[src/framer_regs.vh]
// Constants of the port process data framer: offsets, fields, resets, codes.
`ifndef FRAMER_REGS_VH
`define FRAMER_REGS_VH
// ----------------------------------------------------------------------------
// Register byte offsets (one 32-bit word each)
// ----------------------------------------------------------------------------
`define OFS_PORT_CFG      12'h000
`define OFS_PORT_ENABLE   12'h020
`define OFS_OUT_SRC       12'h024
`define OFS_IRQ_STATUS    12'h028
`define OFS_IRQ_MASK      12'h02C
`define OFS_PORT_STATE    12'h030
`define OFS_IMG_LEN       12'h034
`define OFS_STRIDE        12'h004
`define NUM_PORTS         4'h8
// ----------------------------------------------------------------------------
// Port configuration word fields
// ----------------------------------------------------------------------------
`define CFG_MODE_LO       0
`define CFG_MODE_HI       1
`define CFG_IN_LO         8
`define CFG_IN_HI         13
`define CFG_OUT_LO        16
`define CFG_OUT_HI        21
`define MODE_COM          2'h0
`define MODE_DI           2'h1
`define MODE_DO           2'h2
`define LEN_MIN           6'h01
`define IN_LEN_MAX        6'h21
`define OUT_LEN_MAX       6'h20
`define LEN_ONE           6'h01
`define CFG_RESET         32'h0001_0100
// ----------------------------------------------------------------------------
// Qualifier byte bit positions
// ----------------------------------------------------------------------------
`define Q_RSV0            0
`define Q_RSV1            1
`define Q_PARAM           2
`define Q_SUBST           3
`define Q_ENABLED         4
`define Q_LINK            5
`define Q_FAULT           6
`define Q_VALID           7
`define PORT_EN_RESET     8'hFF
`define IRQ_MASK_RESET    8'h00
`endif

[src/byte_ram.v]
// Small synchronous RAM with registered read data, holds image bytes.
`timescale 1ns/1ps
module byte_ram (
	input  wire       clk_sys_i,
	input  wire       we_i,
	input  wire [7:0] waddr_i,
	input  wire [7:0] wdata_i,
	input  wire [7:0] raddr_i,
	output reg  [7:0] rdata_o
);
	reg [7:0] mem [0:255];

	// Write port and registered read port.
	always @(posedge clk_sys_i) begin
		if (we_i) begin
			mem[waddr_i] <= wdata_i;
		end
		rdata_o <= mem[raddr_i];
	end
endmodule // byte_ram

[src/port_process_data_framer.v]
// Top of the port process data framer with its APB register slave.
// What this block does
// - Each port takes an input image of 1 to 33 bytes and an output image of 1 to 32 bytes in communication mode.
// - The eight ports are framed in port order as sub-slots 1.2 to 1.9, each with its own lengths.
// - In communication mode the qualifier byte is appended after the device input bytes.
// - A digital-input port has a one-byte image with the input in bit 0 and no qualifier.
// - The port image layout does not depend on the status/control bit mapping mode.
// - Qualifier bits 0 and 1 are zero and bit 3 is unsupported and not to be evaluated.
// - Qualifier bit 2 is set once changed parameters were uploaded and a new backup object exists.
// - Qualifier bit 4 is one while the port is activated and zero once deactivated.
// - Qualifier bit 5 is one while a device is in PREOPERATE or OPERATE.
// - Qualifier bit 6 is one when an error or warning is tied to the device or port.
// - Qualifier bit 7 is one only while device input data is valid.
// - A digital-output port has a one-byte output image whose bit 0 drives channel A.
// - With the status/control module as source, output byte bit 0 is ignored.
`timescale 1ns/1ps
`include "framer_regs.vh"
module port_process_data_framer (
	input  wire        clk_sys_i,
	input  wire        resetn_i,
	input  wire        psel_i,
	input  wire        penable_i,
	input  wire        pwrite_i,
	input  wire [11:0] paddr_i,
	input  wire [31:0] pwdata_i,
	output reg  [31:0] prdata_o,
	output reg         pready_o,
	output reg         pslverr_o,
	output reg         irq_o,
	input  wire [7:0]  param_changed_flag_i,
	input  wire [7:0]  device_link_up_flag_i,
	input  wire [7:0]  port_fault_flag_i,
	input  wire [7:0]  input_data_valid_flag_i,
	input  wire [7:0]  di_state_i,
	input  wire [7:0]  sc_do_state_i,
	input  wire        dev_we_i,
	input  wire [2:0]  dev_port_i,
	input  wire [4:0]  dev_idx_i,
	input  wire [7:0]  dev_byte_i,
	input  wire        exch_start_i,
	output reg         in_valid_o,
	output reg  [7:0]  in_byte_o,
	output reg  [2:0]  in_port_o,
	output reg         in_last_o,
	input  wire        out_we_i,
	input  wire [2:0]  out_port_i,
	input  wire [4:0]  out_idx_i,
	input  wire [7:0]  out_byte_i,
	output reg  [7:0]  chan_a_do_o,
	output reg         exch_done_o
);
	// ------------------------------------------------------------------------
	// Functions and state
	// ------------------------------------------------------------------------
	localparam S_IDLE = 3'b001;
	localparam S_RD   = 3'b010;
	localparam S_OUT  = 3'b100;

	// Input image length of a port from its mode and configured length.
	function [5:0] in_len;
		input [31:0] cfg;
		begin
			if (cfg[`CFG_MODE_HI:`CFG_MODE_LO] == `MODE_COM)
				in_len = cfg[`CFG_IN_HI:`CFG_IN_LO];
			else
				in_len = `LEN_ONE;
		end
	endfunction

	// Clamp a written length into the legal range.
	function [5:0] clamp;
		input [5:0] v;
		input [5:0] mx;
		begin
			if (v < `LEN_MIN)
				clamp = `LEN_MIN;
			else if (v > mx)
				clamp = mx;
			else
				clamp = v;
		end
	endfunction

	reg  [31:0] cfg_r [0:7];
	reg  [7:0]  port_en_r;
	reg  [7:0]  out_src_r;
	reg  [7:0]  irq_stat_r;
	reg  [7:0]  irq_mask_r;
	reg  [7:0]  link_d_r;
	reg  [7:0]  fault_d_r;
	reg  [2:0]  state_r;
	reg  [2:0]  port_r;
	reg  [5:0]  idx_r;
	reg  [5:0]  len_r;
	reg  [7:0]  qual_r;
	reg         rd_pend_r;
	reg         rd_last_r;
	reg  [1:0]  rd_kind_r;
	wire [7:0]  ram_rdata;
	wire [7:0]  out_rdata;
	wire [11:0] cfg_sel;
	wire        acc;
	wire        in_cfg_range;
	wire [7:0]  irq_set;
	wire [31:0] cur_cfg;
	integer     i;

	assign acc = psel_i & penable_i;
	assign cfg_sel = paddr_i - `OFS_PORT_CFG;
	assign in_cfg_range = (paddr_i < `OFS_PORT_ENABLE);
	assign irq_set = (device_link_up_flag_i ^ link_d_r)
		| (port_fault_flag_i & ~fault_d_r);
	assign cur_cfg = cfg_r[port_r];

	// ------------------------------------------------------------------------
	// Image memories
	// ------------------------------------------------------------------------
	byte_ram u_in_ram (
		.clk_sys_i (clk_sys_i),
		.we_i      (dev_we_i),
		.waddr_i   ({dev_port_i, dev_idx_i}),
		.wdata_i   (dev_byte_i),
		.raddr_i   ({port_r, idx_r[4:0]}),
		.rdata_o   (ram_rdata)
	);

	byte_ram u_out_ram (
		.clk_sys_i (clk_sys_i),
		.we_i      (out_we_i),
		.waddr_i   ({out_port_i, out_idx_i}),
		.wdata_i   (out_byte_i),
		.raddr_i   ({port_r, 5'h00}),
		.rdata_o   (out_rdata)
	);

	// ------------------------------------------------------------------------
	// APB slave, configuration and interrupt status
	// ------------------------------------------------------------------------
	// Answers in the access cycle; a status read clears only the bits that it
	// reported, so an event landing at the setup edge is not lost; a new
	// event wins over the clear.
	always @(posedge clk_sys_i or negedge resetn_i) begin
		if (!resetn_i) begin
			for (i = 0; i < 8; i = i + 1)
				cfg_r[i] <= `CFG_RESET;
			port_en_r  <= `PORT_EN_RESET;
			out_src_r  <= 8'h00;
			irq_stat_r <= 8'h00;
			irq_mask_r <= `IRQ_MASK_RESET;
			link_d_r   <= 8'h00;
			fault_d_r  <= 8'h00;
			prdata_o   <= 32'h0000_0000;
			pready_o   <= 1'b0;
			pslverr_o  <= 1'b0;
			irq_o      <= 1'b0;
		end else begin
			link_d_r  <= device_link_up_flag_i;
			fault_d_r <= port_fault_flag_i;
			pready_o  <= psel_i & ~penable_i;
			pslverr_o <= 1'b0;
			prdata_o  <= 32'h0000_0000;
			irq_o     <= |(irq_stat_r & irq_mask_r);
			if (psel_i & ~penable_i & ~pwrite_i) begin
				if (in_cfg_range)
					prdata_o <= cfg_r[cfg_sel[4:2]];
				else if (paddr_i == `OFS_PORT_ENABLE)
					prdata_o <= {24'h00_0000, port_en_r};
				else if (paddr_i == `OFS_OUT_SRC)
					prdata_o <= {24'h00_0000, out_src_r};
				else if (paddr_i == `OFS_IRQ_STATUS)
					prdata_o <= {24'h00_0000, irq_stat_r};
				else if (paddr_i == `OFS_IRQ_MASK)
					prdata_o <= {24'h00_0000, irq_mask_r};
				else if (paddr_i == `OFS_PORT_STATE)
					prdata_o <= {device_link_up_flag_i,
						port_fault_flag_i, input_data_valid_flag_i,
						port_en_r};
				else if (paddr_i == `OFS_IMG_LEN)
					prdata_o <= {26'h000_0000, len_r};
				else
					pslverr_o <= 1'b1;
			end
			if (psel_i & ~penable_i & pwrite_i & (paddr_i > `OFS_IMG_LEN))
				pslverr_o <= 1'b1;
			if (acc & pready_o & pwrite_i) begin
				if (in_cfg_range)
					cfg_r[cfg_sel[4:2]] <= {10'h000,
						clamp(pwdata_i[`CFG_OUT_HI:`CFG_OUT_LO],
							`OUT_LEN_MAX),
						2'h0,
						clamp(pwdata_i[`CFG_IN_HI:`CFG_IN_LO],
							`IN_LEN_MAX),
						6'h00, pwdata_i[`CFG_MODE_HI:`CFG_MODE_LO]};
				else if (paddr_i == `OFS_PORT_ENABLE)
					port_en_r <= pwdata_i[7:0];
				else if (paddr_i == `OFS_OUT_SRC)
					out_src_r <= pwdata_i[7:0];
				else if (paddr_i == `OFS_IRQ_MASK)
					irq_mask_r <= pwdata_i[7:0];
			end
			if (acc & pready_o & ~pwrite_i & (paddr_i == `OFS_IRQ_STATUS))
				irq_stat_r <= (irq_stat_r & ~prdata_o[7:0]) | irq_set;
			else
				irq_stat_r <= irq_stat_r | irq_set;
		end
	end

	// ------------------------------------------------------------------------
	// Cyclic exchange: input stream of all ports, then channel A outputs
	// ------------------------------------------------------------------------
	// Walks ports 0..7 in order; memory read latency is one cycle.
	always @(posedge clk_sys_i or negedge resetn_i) begin
		if (!resetn_i) begin
			state_r     <= S_IDLE;
			port_r      <= 3'h0;
			idx_r       <= 6'h00;
			len_r       <= 6'h00;
			qual_r      <= 8'h00;
			rd_pend_r   <= 1'b0;
			rd_last_r   <= 1'b0;
			rd_kind_r   <= 2'h0;
			in_valid_o  <= 1'b0;
			in_byte_o   <= 8'h00;
			in_port_o   <= 3'h0;
			in_last_o   <= 1'b0;
			chan_a_do_o <= 8'h00;
			exch_done_o <= 1'b0;
		end else begin
			in_valid_o  <= 1'b0;
			in_last_o   <= 1'b0;
			exch_done_o <= 1'b0;
			rd_pend_r   <= 1'b0;
			if (rd_pend_r) begin
				in_valid_o <= 1'b1;
				in_port_o  <= port_r;
				in_last_o  <= rd_last_r;
				case (rd_kind_r)
				2'h1: in_byte_o <= {7'h00, di_state_i[port_r]};
				2'h2: in_byte_o <= qual_r;
				default: in_byte_o <= ram_rdata;
				endcase
			end
			case (state_r)
			S_IDLE: begin
				if (exch_start_i) begin
					port_r  <= 3'h0;
					idx_r   <= 6'h00;
					state_r <= S_RD;
				end
			end
			S_RD: begin
				len_r <= in_len(cur_cfg);
				// Qualifier sampled fresh for this exchange.
				qual_r <= 8'h00;
				qual_r[`Q_PARAM]   <= param_changed_flag_i[port_r];
				qual_r[`Q_ENABLED] <= port_en_r[port_r];
				qual_r[`Q_LINK]    <= device_link_up_flag_i[port_r];
				qual_r[`Q_FAULT]   <= port_fault_flag_i[port_r];
				qual_r[`Q_VALID]   <= input_data_valid_flag_i[port_r];
				if (!rd_pend_r) begin
					rd_pend_r <= 1'b1;
					rd_last_r <= (idx_r + 6'h01 == in_len(cur_cfg));
					if (cur_cfg[`CFG_MODE_HI:`CFG_MODE_LO] != `MODE_COM)
						rd_kind_r <= 2'h1;
					else if (idx_r + 6'h01 == in_len(cur_cfg))
						rd_kind_r <= 2'h2;
					else
						rd_kind_r <= 2'h0;
				end else if (idx_r + 6'h01 == in_len(cur_cfg)) begin
					idx_r <= 6'h00;
					if (port_r == 3'h7) begin
						port_r  <= 3'h0;
						state_r <= S_OUT;
					end else begin
						port_r <= port_r + 3'h1;
					end
				end else begin
					idx_r <= idx_r + 6'h01;
				end
			end
			S_OUT: begin
				// Channel A of a DO-mode port follows bit 0 of its first output byte, or sc_do_state_i if its out_src_r bit is set; other ports drive 0.
				// Each port waits one cycle for the registered memory read.
				if (rd_kind_r != 2'h3) begin
					rd_kind_r <= 2'h3;
				end else begin
					rd_kind_r <= 2'h0;
					if (cur_cfg[`CFG_MODE_HI:`CFG_MODE_LO] == `MODE_DO)
						chan_a_do_o[port_r] <= out_src_r[port_r]
							? sc_do_state_i[port_r]
							: out_rdata[0];
					else
						chan_a_do_o[port_r] <= 1'b0;
					if (port_r == 3'h7) begin
						state_r     <= S_IDLE;
						exch_done_o <= 1'b1;
					end else begin
						port_r <= port_r + 3'h1;
					end
				end
			end
			default: state_r <= S_IDLE;
			endcase
		end
	end
endmodule // port_process_data_framer

[config.mk]
export PLATFORM = sky130hd
export DESIGN_NAME = port_process_data_framer
export DESIGN_NICKNAME = d
export VERILOG_FILES = /design/src/byte_ram.v /design/src/port_process_data_framer.v
export VERILOG_INCLUDE_DIRS = /design/src
export SDC_FILE = /design/constraint.sdc
export NUM_CORES = 2
export LEC_CHECK = 0
export BUFFER_PORTS_ARGS = -buffer_cell sky130_fd_sc_hd__buf_4
export CAP_MARGIN = 40
export CORE_MARGIN = 2
export CORE_UTILIZATION = 59
export CTS_BUF_LIST = sky130_fd_sc_hd__clkbuf_4
export CTS_CLUSTER_DIAMETER = 40
export DETAILED_ROUTE_END_ITERATION = 8
export HOLD_SLACK_MARGIN = 0.15
export PLACE_DENSITY = 0.79
export SYNTH_ARGS = -nofsm -noshare
export SYNTH_HDL_FRONTEND = slang
export SYNTH_SLANG_ARGS = --single-unit
export TNS_END_PERCENT = 5
[constraint.sdc]
create_clock -name clk_sys_i -period 2.75 [get_ports clk_sys_i]
set_input_delay 0.4125 -clock clk_sys_i [delete_from_list [all_inputs] [get_ports clk_sys_i]]
set_output_delay 0.4125 -clock clk_sys_i [all_outputs]
set_load 0.005 [all_outputs]
# ---- Word level (Yosys, flattened, before mapping)
# Memories as Yosys holds them, arrays and structs flattened. A register that Yosys moved wholly into a read port is not among the register bits.
# Index checks and enable logic that the tools add are counted.
# Widths: inputs -> output; s select.
dict set report word_totals {
  ff_bits 388
  ramBits 4096
  word_cells 218
  memories 2
}
dict set report classes {
  add_sub_neg 2
  order_cmp 11
  eq_ne 25
  mux 99
  n_bitwise 29
  reduce_logical 18
}
# name depth word_bits read_ports rd_ports_with_merged_regs wr line
set mem_list {}
lappend mem_list {u_in_ram.mem 256 8 1 1 1 byte_ram.v:11} ;# reg [7:0] mem [0:255];
lappend mem_list {u_out_ram.mem 256 8 1 1 1 byte_ram.v:11}
# op count
set op_table {}
lappend op_table {{$mux 32} 10}
lappend op_table {{$bwmux 256} 1}
lappend op_table {{$bmux 32 s3} 2}
lappend op_table {{$mux 6} 20}
lappend op_table {{$demux 32 s3} 1}
lappend op_table {{$eq 12x6->1 const B} 6}
lappend op_table {{$mux 3} 12}
lappend op_table {{$and 8x8->8} 4}
lappend op_table {{$mux 1} 30}
lappend op_table {{$mux 14} 2}
lappend op_table {{$bmux 1 s3} 8}
lappend op_table {{$not 8->8} 3}
lappend op_table {{$or 8x8->8} 3}
lappend op_table {{$eq 6x6->1} 3}
lappend op_table {{$ne 2x2->1 const B} 9}
lappend op_table {{$pmux 3 s3} 2}
lappend op_table {{$mux 8} 2}
lappend op_table {{$pmux 8 s2} 1}
lappend op_table {{$gt 12x6->1 const B} 1}
lappend op_table {{$gt 6x6->1 const B} 2}
lappend op_table {{$lt 12x6->1 const B} 1}
lappend op_table {{$lt 6x1->1 const B} 2}
lappend op_table {{$pmux 6 s2} 1}
lappend op_table {{$reduce_and 6->1} 2}
lappend op_table {{other kinds (28)} 56}

# ---- Depth between registers and ports, before layout
dict set report logic_depth {
  ltp_word 14
  ltp_mapped 12
  ltp_nobuf 8
}

# ---- Cells and area by module
# Synthesis repeated with hierarchy kept, for this count alone.
dict set report unflattened {
  cells_unflattened 8536
  hier_area_um2 171040.3
}
# module instances cells_per_inst area_each_um2
set modules_own_cells {}
lappend modules_own_cells {byte_ram 2 3733 79556.3}
lappend modules_own_cells {port_process_data_framer 1 1070 11927.7}

# ---- Least setup slack after synthesis
# OpenSTA, ideal clock, no wires.
dict set report synth_path {
  path_type {reg2reg}
  startpoint {register idx_r[1]}
  endpoint {register u_in_ram.rdata_o[0] (read register of u_in_ram.mem)}
  setup_time_ns 0.120
  arrival_time_ns 2.819
  required_ns 2.630
  slack_ns -0.189
  path_stages_with_launch 10
  n_path_buf 4
  period_less_slack_ns 2.939
  path_cell_list {dfrtp_1 -> buf_2 -> buf_2 -> clkbuf_1 -> clkbuf_1 -> mux4_2 -> mux4_2 -> mux4_2 -> a22oi_1 -> nand2_1}
}
# item line
set synth_lines {}
lappend synth_lines {{start, declared} port_process_data_framer.v:93} ;# reg [5:0] idx_r;
lappend synth_lines {{start signal, assigned} port_process_data_framer.v:278} ;# idx_r <= idx_r + 6'h01;
lappend synth_lines {{end, declared} byte_ram.v:9} ;# output reg [7:0] rdata_o

==> impl_metrics.yaml <==
synthesis:
  synth_edf_count: 2056
  yosys_warnings: 0
  synth.avg_cell_area_um2: 20.99
  syn_nets: 4487
  ys_seq_elements: 2309
  synthArstFlopShare_pct: 10.57
  ys_types: 64
  synth_cells: 4349
  synth_area_um2: 91270
  synthFlopType: "edfxtp_1"
  seq_area_frac_synth_pct: 74.56
floorplanning:
  die_area_um2: 157900
  start_util_pct: 59.32
  die_h_um: 397.3
  io_pins: 189
  rows: 144
  die_x_um: 397.3
  coreArea_um2: 153900
sta:
  worst_slew_pin_slew_ns: 0.9491
  fin_ws_ns: -0.5107
  rsz0062_at_grt: "yes"
  holdWs_ns: 0.2253
  min_period_ns: 3.261
  final-setup-viol-count: 24
  slew-limit-headroom_pct: 36.50
  timing.final.hold_violations: 0
  drv_slew: 0
  fmax_mhz: 306.7
  finalCritPeriodShare_pct: 118.6
  finalSetupTns_ns: -5.447
  finClkSkew_ns: 0.1134
drt:
  drtPass1Iterations: 8
  drc: 0
  wirelength_um: 242000
  drt_iter0_markers: 7571
  viasPerCell: 6.474
  vias: 52400
  ant_nets: 0
  avgRoutedWirePerCell_um: 29.90
power:
  p_leak_nw: 36.86
  power-per-cell-area_nw_per_um2: 685.5
  ir_drop_uv: 478.6
finish:
  nets: 5790
  design_area_um2: 109200
  drive_gt1_share_pct: 41.94
  fin_cells: 8093
  syn2layout_area_growth_pct: 19.60
grt:
  grt_pass1_wl_um: 352300
  grt_usage_pct: 30.83
  grt_max_degree: 107
  antenna_found_initial: 12
  grt_pass1_vias: 53800
  overflow: 0
setup_path:
  regToRegEndpoint: "u_in_ram.rdata_o[7]"
  end_kind: "register"
  r2r_cells: 8
  crit_type: "reg -> reg"
  required_ns: 3.92
  worstPathMaxFanout: 18
  r2r_slack_ns: -0.51
  r2r_start: "idx_r[0]"
  arrival_ns: 4.43
  start_kind: "register"
clock_network:
  cts_sinks: 2309
  max-clock-path-buffers: 4
  cts_tree: "done"
  root_buffer: "clkbuf_4"
  htreeDepth: 6
  worstSkewPairLatency_ns: 1.32
  clkSlewWorstSetupHoldPaths_ns: 0.07
  cts_made_buffers: 581
place:
  post-place-ws_ns: -0.5784
  dpl_cell_area_um2: 99470
  dp_hpwl_um: 144200
  gp_congestion: 0.8940
  place_inst: 6879
  io_buffers: 169
min_path:
  hold_start: "paddr_i[10]"
  worstHoldPathType: "in -> reg"
  whs_path_depth: 9
  hold_path_end: "pslverr_o"
outcome:
  status: "finished with violations"
  violations: "setup timing"
flow_run:
  cap_violations: 0
## per-stage QoR
stage	utilization (%)	power, mW
after global routing	70.94	77.30
after floorplan	-	43.58
after detailed placement	64.65	46.84
final	70.95	74.83
after CTS	70.76	74.88
after global placement	64.64	46.65
## worst max-delay path by stage
| stage | from | slack (ns) | to | depth (start not counted) |
|---|---|---|---|---|
| 2_1_floorplan | idx_r[0] | -0.01 | u_in_ram.rdata_o[0] | 9 |
| 5_1_grt | idx_r[0] | -0.52 | u_in_ram.rdata_o[7] | 8 |
| 6_report | idx_r[0] | -0.51 | u_in_ram.rdata_o[7] | 8 |
| 3_3_place_gp | idx_r[0] | -0.59 | u_in_ram.rdata_o[0] | 8 |
| 3_5_place_dp | idx_r[0] | -0.58 | u_in_ram.rdata_o[0] | 8 |
| 4_1_cts | idx_r[0] | -0.47 | u_in_ram.rdata_o[7] | 8 |
## registers in the layout, summed over array words and instances (netlist names), 6 cells and up
signal,cells
fault_d_r,8
out_src_r,8
port_en_r,8
len_r,6
in_byte_o,8
idx_r,6
cfg_r,112
u_out_ram.mem,8
link_d_r,8
chan_a_do_o,8
irq_mask_r,8
irq_stat_r,8
u_in_ram.mem,2048
prdata_o,32
u_in_ram.rdata_o,8
## area by class of cell
type / instances / area, um2
clock inverter: 137 / 711.9
tap: 2044 / 2557
fill: 8712 / 44700
inverter: 29 / 110.1
timing repair buffer: 971 / 9198
clock buffer: 834 / 6261
antenna: 9 / 22.52
sequential: 2309 / 68080
multi-input combinational: 1760 / 22230
## layer usage
| layer | vias up | wire, um | global-route usage, % |
|---|---|---|---|
| met4 | 8 | 10150 | 12.76 |
| met3 | 689 | 27930 | 7.757 |
| met2 | 4038 | 119500 | 49.17 |
| met5 | - | 60 | 0 |
| met1 | 26750 | 84340 | 41.25 |
| li1 | 20910 | - | - |
## Yosys cell counts (6+ instances only)
cell | n | area share (%)
edfxtp_1 | 2056 | 68
mux4_2 | 713 | 18
nor2_1 | 329 | 1.4
dfrtp_1 | 219 | 6.0
nand2_1 | 171 | 0.70
clkbuf_1 | 150 | 0.62
o21ai_0 | 95 | 0.52
mux2_2 | 92 | 1.1
buf_2 | 55 | 0.30
a21oi_1 | 41 | 0.22
mux2i_1 | 35 | 0.38
buf_1 | 34 | 0.14
a22oi_1 | 28 | 0.23
inv_1 | 27 | 0.11
nor2b_1 | 27 | 0.19
dfstp_2 | 25 | 0.72
nand3_1 | 24 | 0.13
nor3_1 | 21 | 0.12
nand2b_1 | 20 | 0.14
and2_1 | 19 | 0.13
a221o_1 | 14 | 0.15
xor2_1 | 11 | 0.11
dfxtp_1 | 9 | 0.20
a31oi_1 | 8 | 0.055
a211oi_1 | 7 | 0.058
buf_4 | 7 | 0.058
or3_1 | 7 | 0.048
ha_1 | 6 | 0.082
## kinds of logic (layout without fill, tap and decap cells)
logic type	count (synthesis)	count (layout)	share of synthesized area [%]
muxes	840	840	19.11
xor gates and xnor gates	14	14	0.1343
AOI/OAI and AO/OA	238	238	1.648
other	0	9	0
and+or+nand+nor	662	662	3.163
DFF	2309	2309	74.56
buffers and inverters	280	1971	1.297
adders and majority gates	6	6	0.08225
## placed cells by master (no fill, tap or decap), types with 9 or more instances in the layout
cell and count:
buf_12 80, xor2_1 10, clkbuf_4 834, nor2_1 327, nand3_1 18, a22oi_1 18, buf_4 662, nand2b_1 20
dfstp_2 25, buf_6 11, nor3_1 20, a21oi_1 41, o21ai_0 91, inv_1 27, nand2_1 170, and2_1 18
edfxtp_1 2056, clkinv_2 9, diode_2 9, mux2_2 92, dfrtp_1 211, a22oi_2 10, dfxtp_1 9, a221o_1 14
nor2b_1 27, inv_2 17, dlygate4sd3_1 190, clkinv_1 105, buf_16 12, mux2i_1 35, mux4_2 713
## power by group
| group | internal (mW) | switching [mW] | total [mW] |
|---|---|---|---|
| registers | 38.5 | 0.313 | 38.8 |
| logic | 3.86 | 4.14 | 8.00 |
| clock network | 14.5 | 13.5 | 28.0 |
| total | 56.9 | 17.9 | 74.8 |
## critical path, cell delays in order (launching register included)
cell	delay (ns)
dfrtp_4	0.47
buf_12	0.16
buf_12	0.11
buf_16	0.17
mux4_2	0.55
mux4_2	0.52
mux4_2	0.57
a22o_1	0.29
a221o_1	0.27
## repair_timing
item,CTS,global route
gates resized for setup,31,34
setup buffers,17,15
endpoints found under the setup margin,21,139
cloned,4,1
hold buffers,197,0
hold endpoints to repair,4157,0
pin swaps,9,8
No activity file was read; power rests on OpenSTA's default activity.
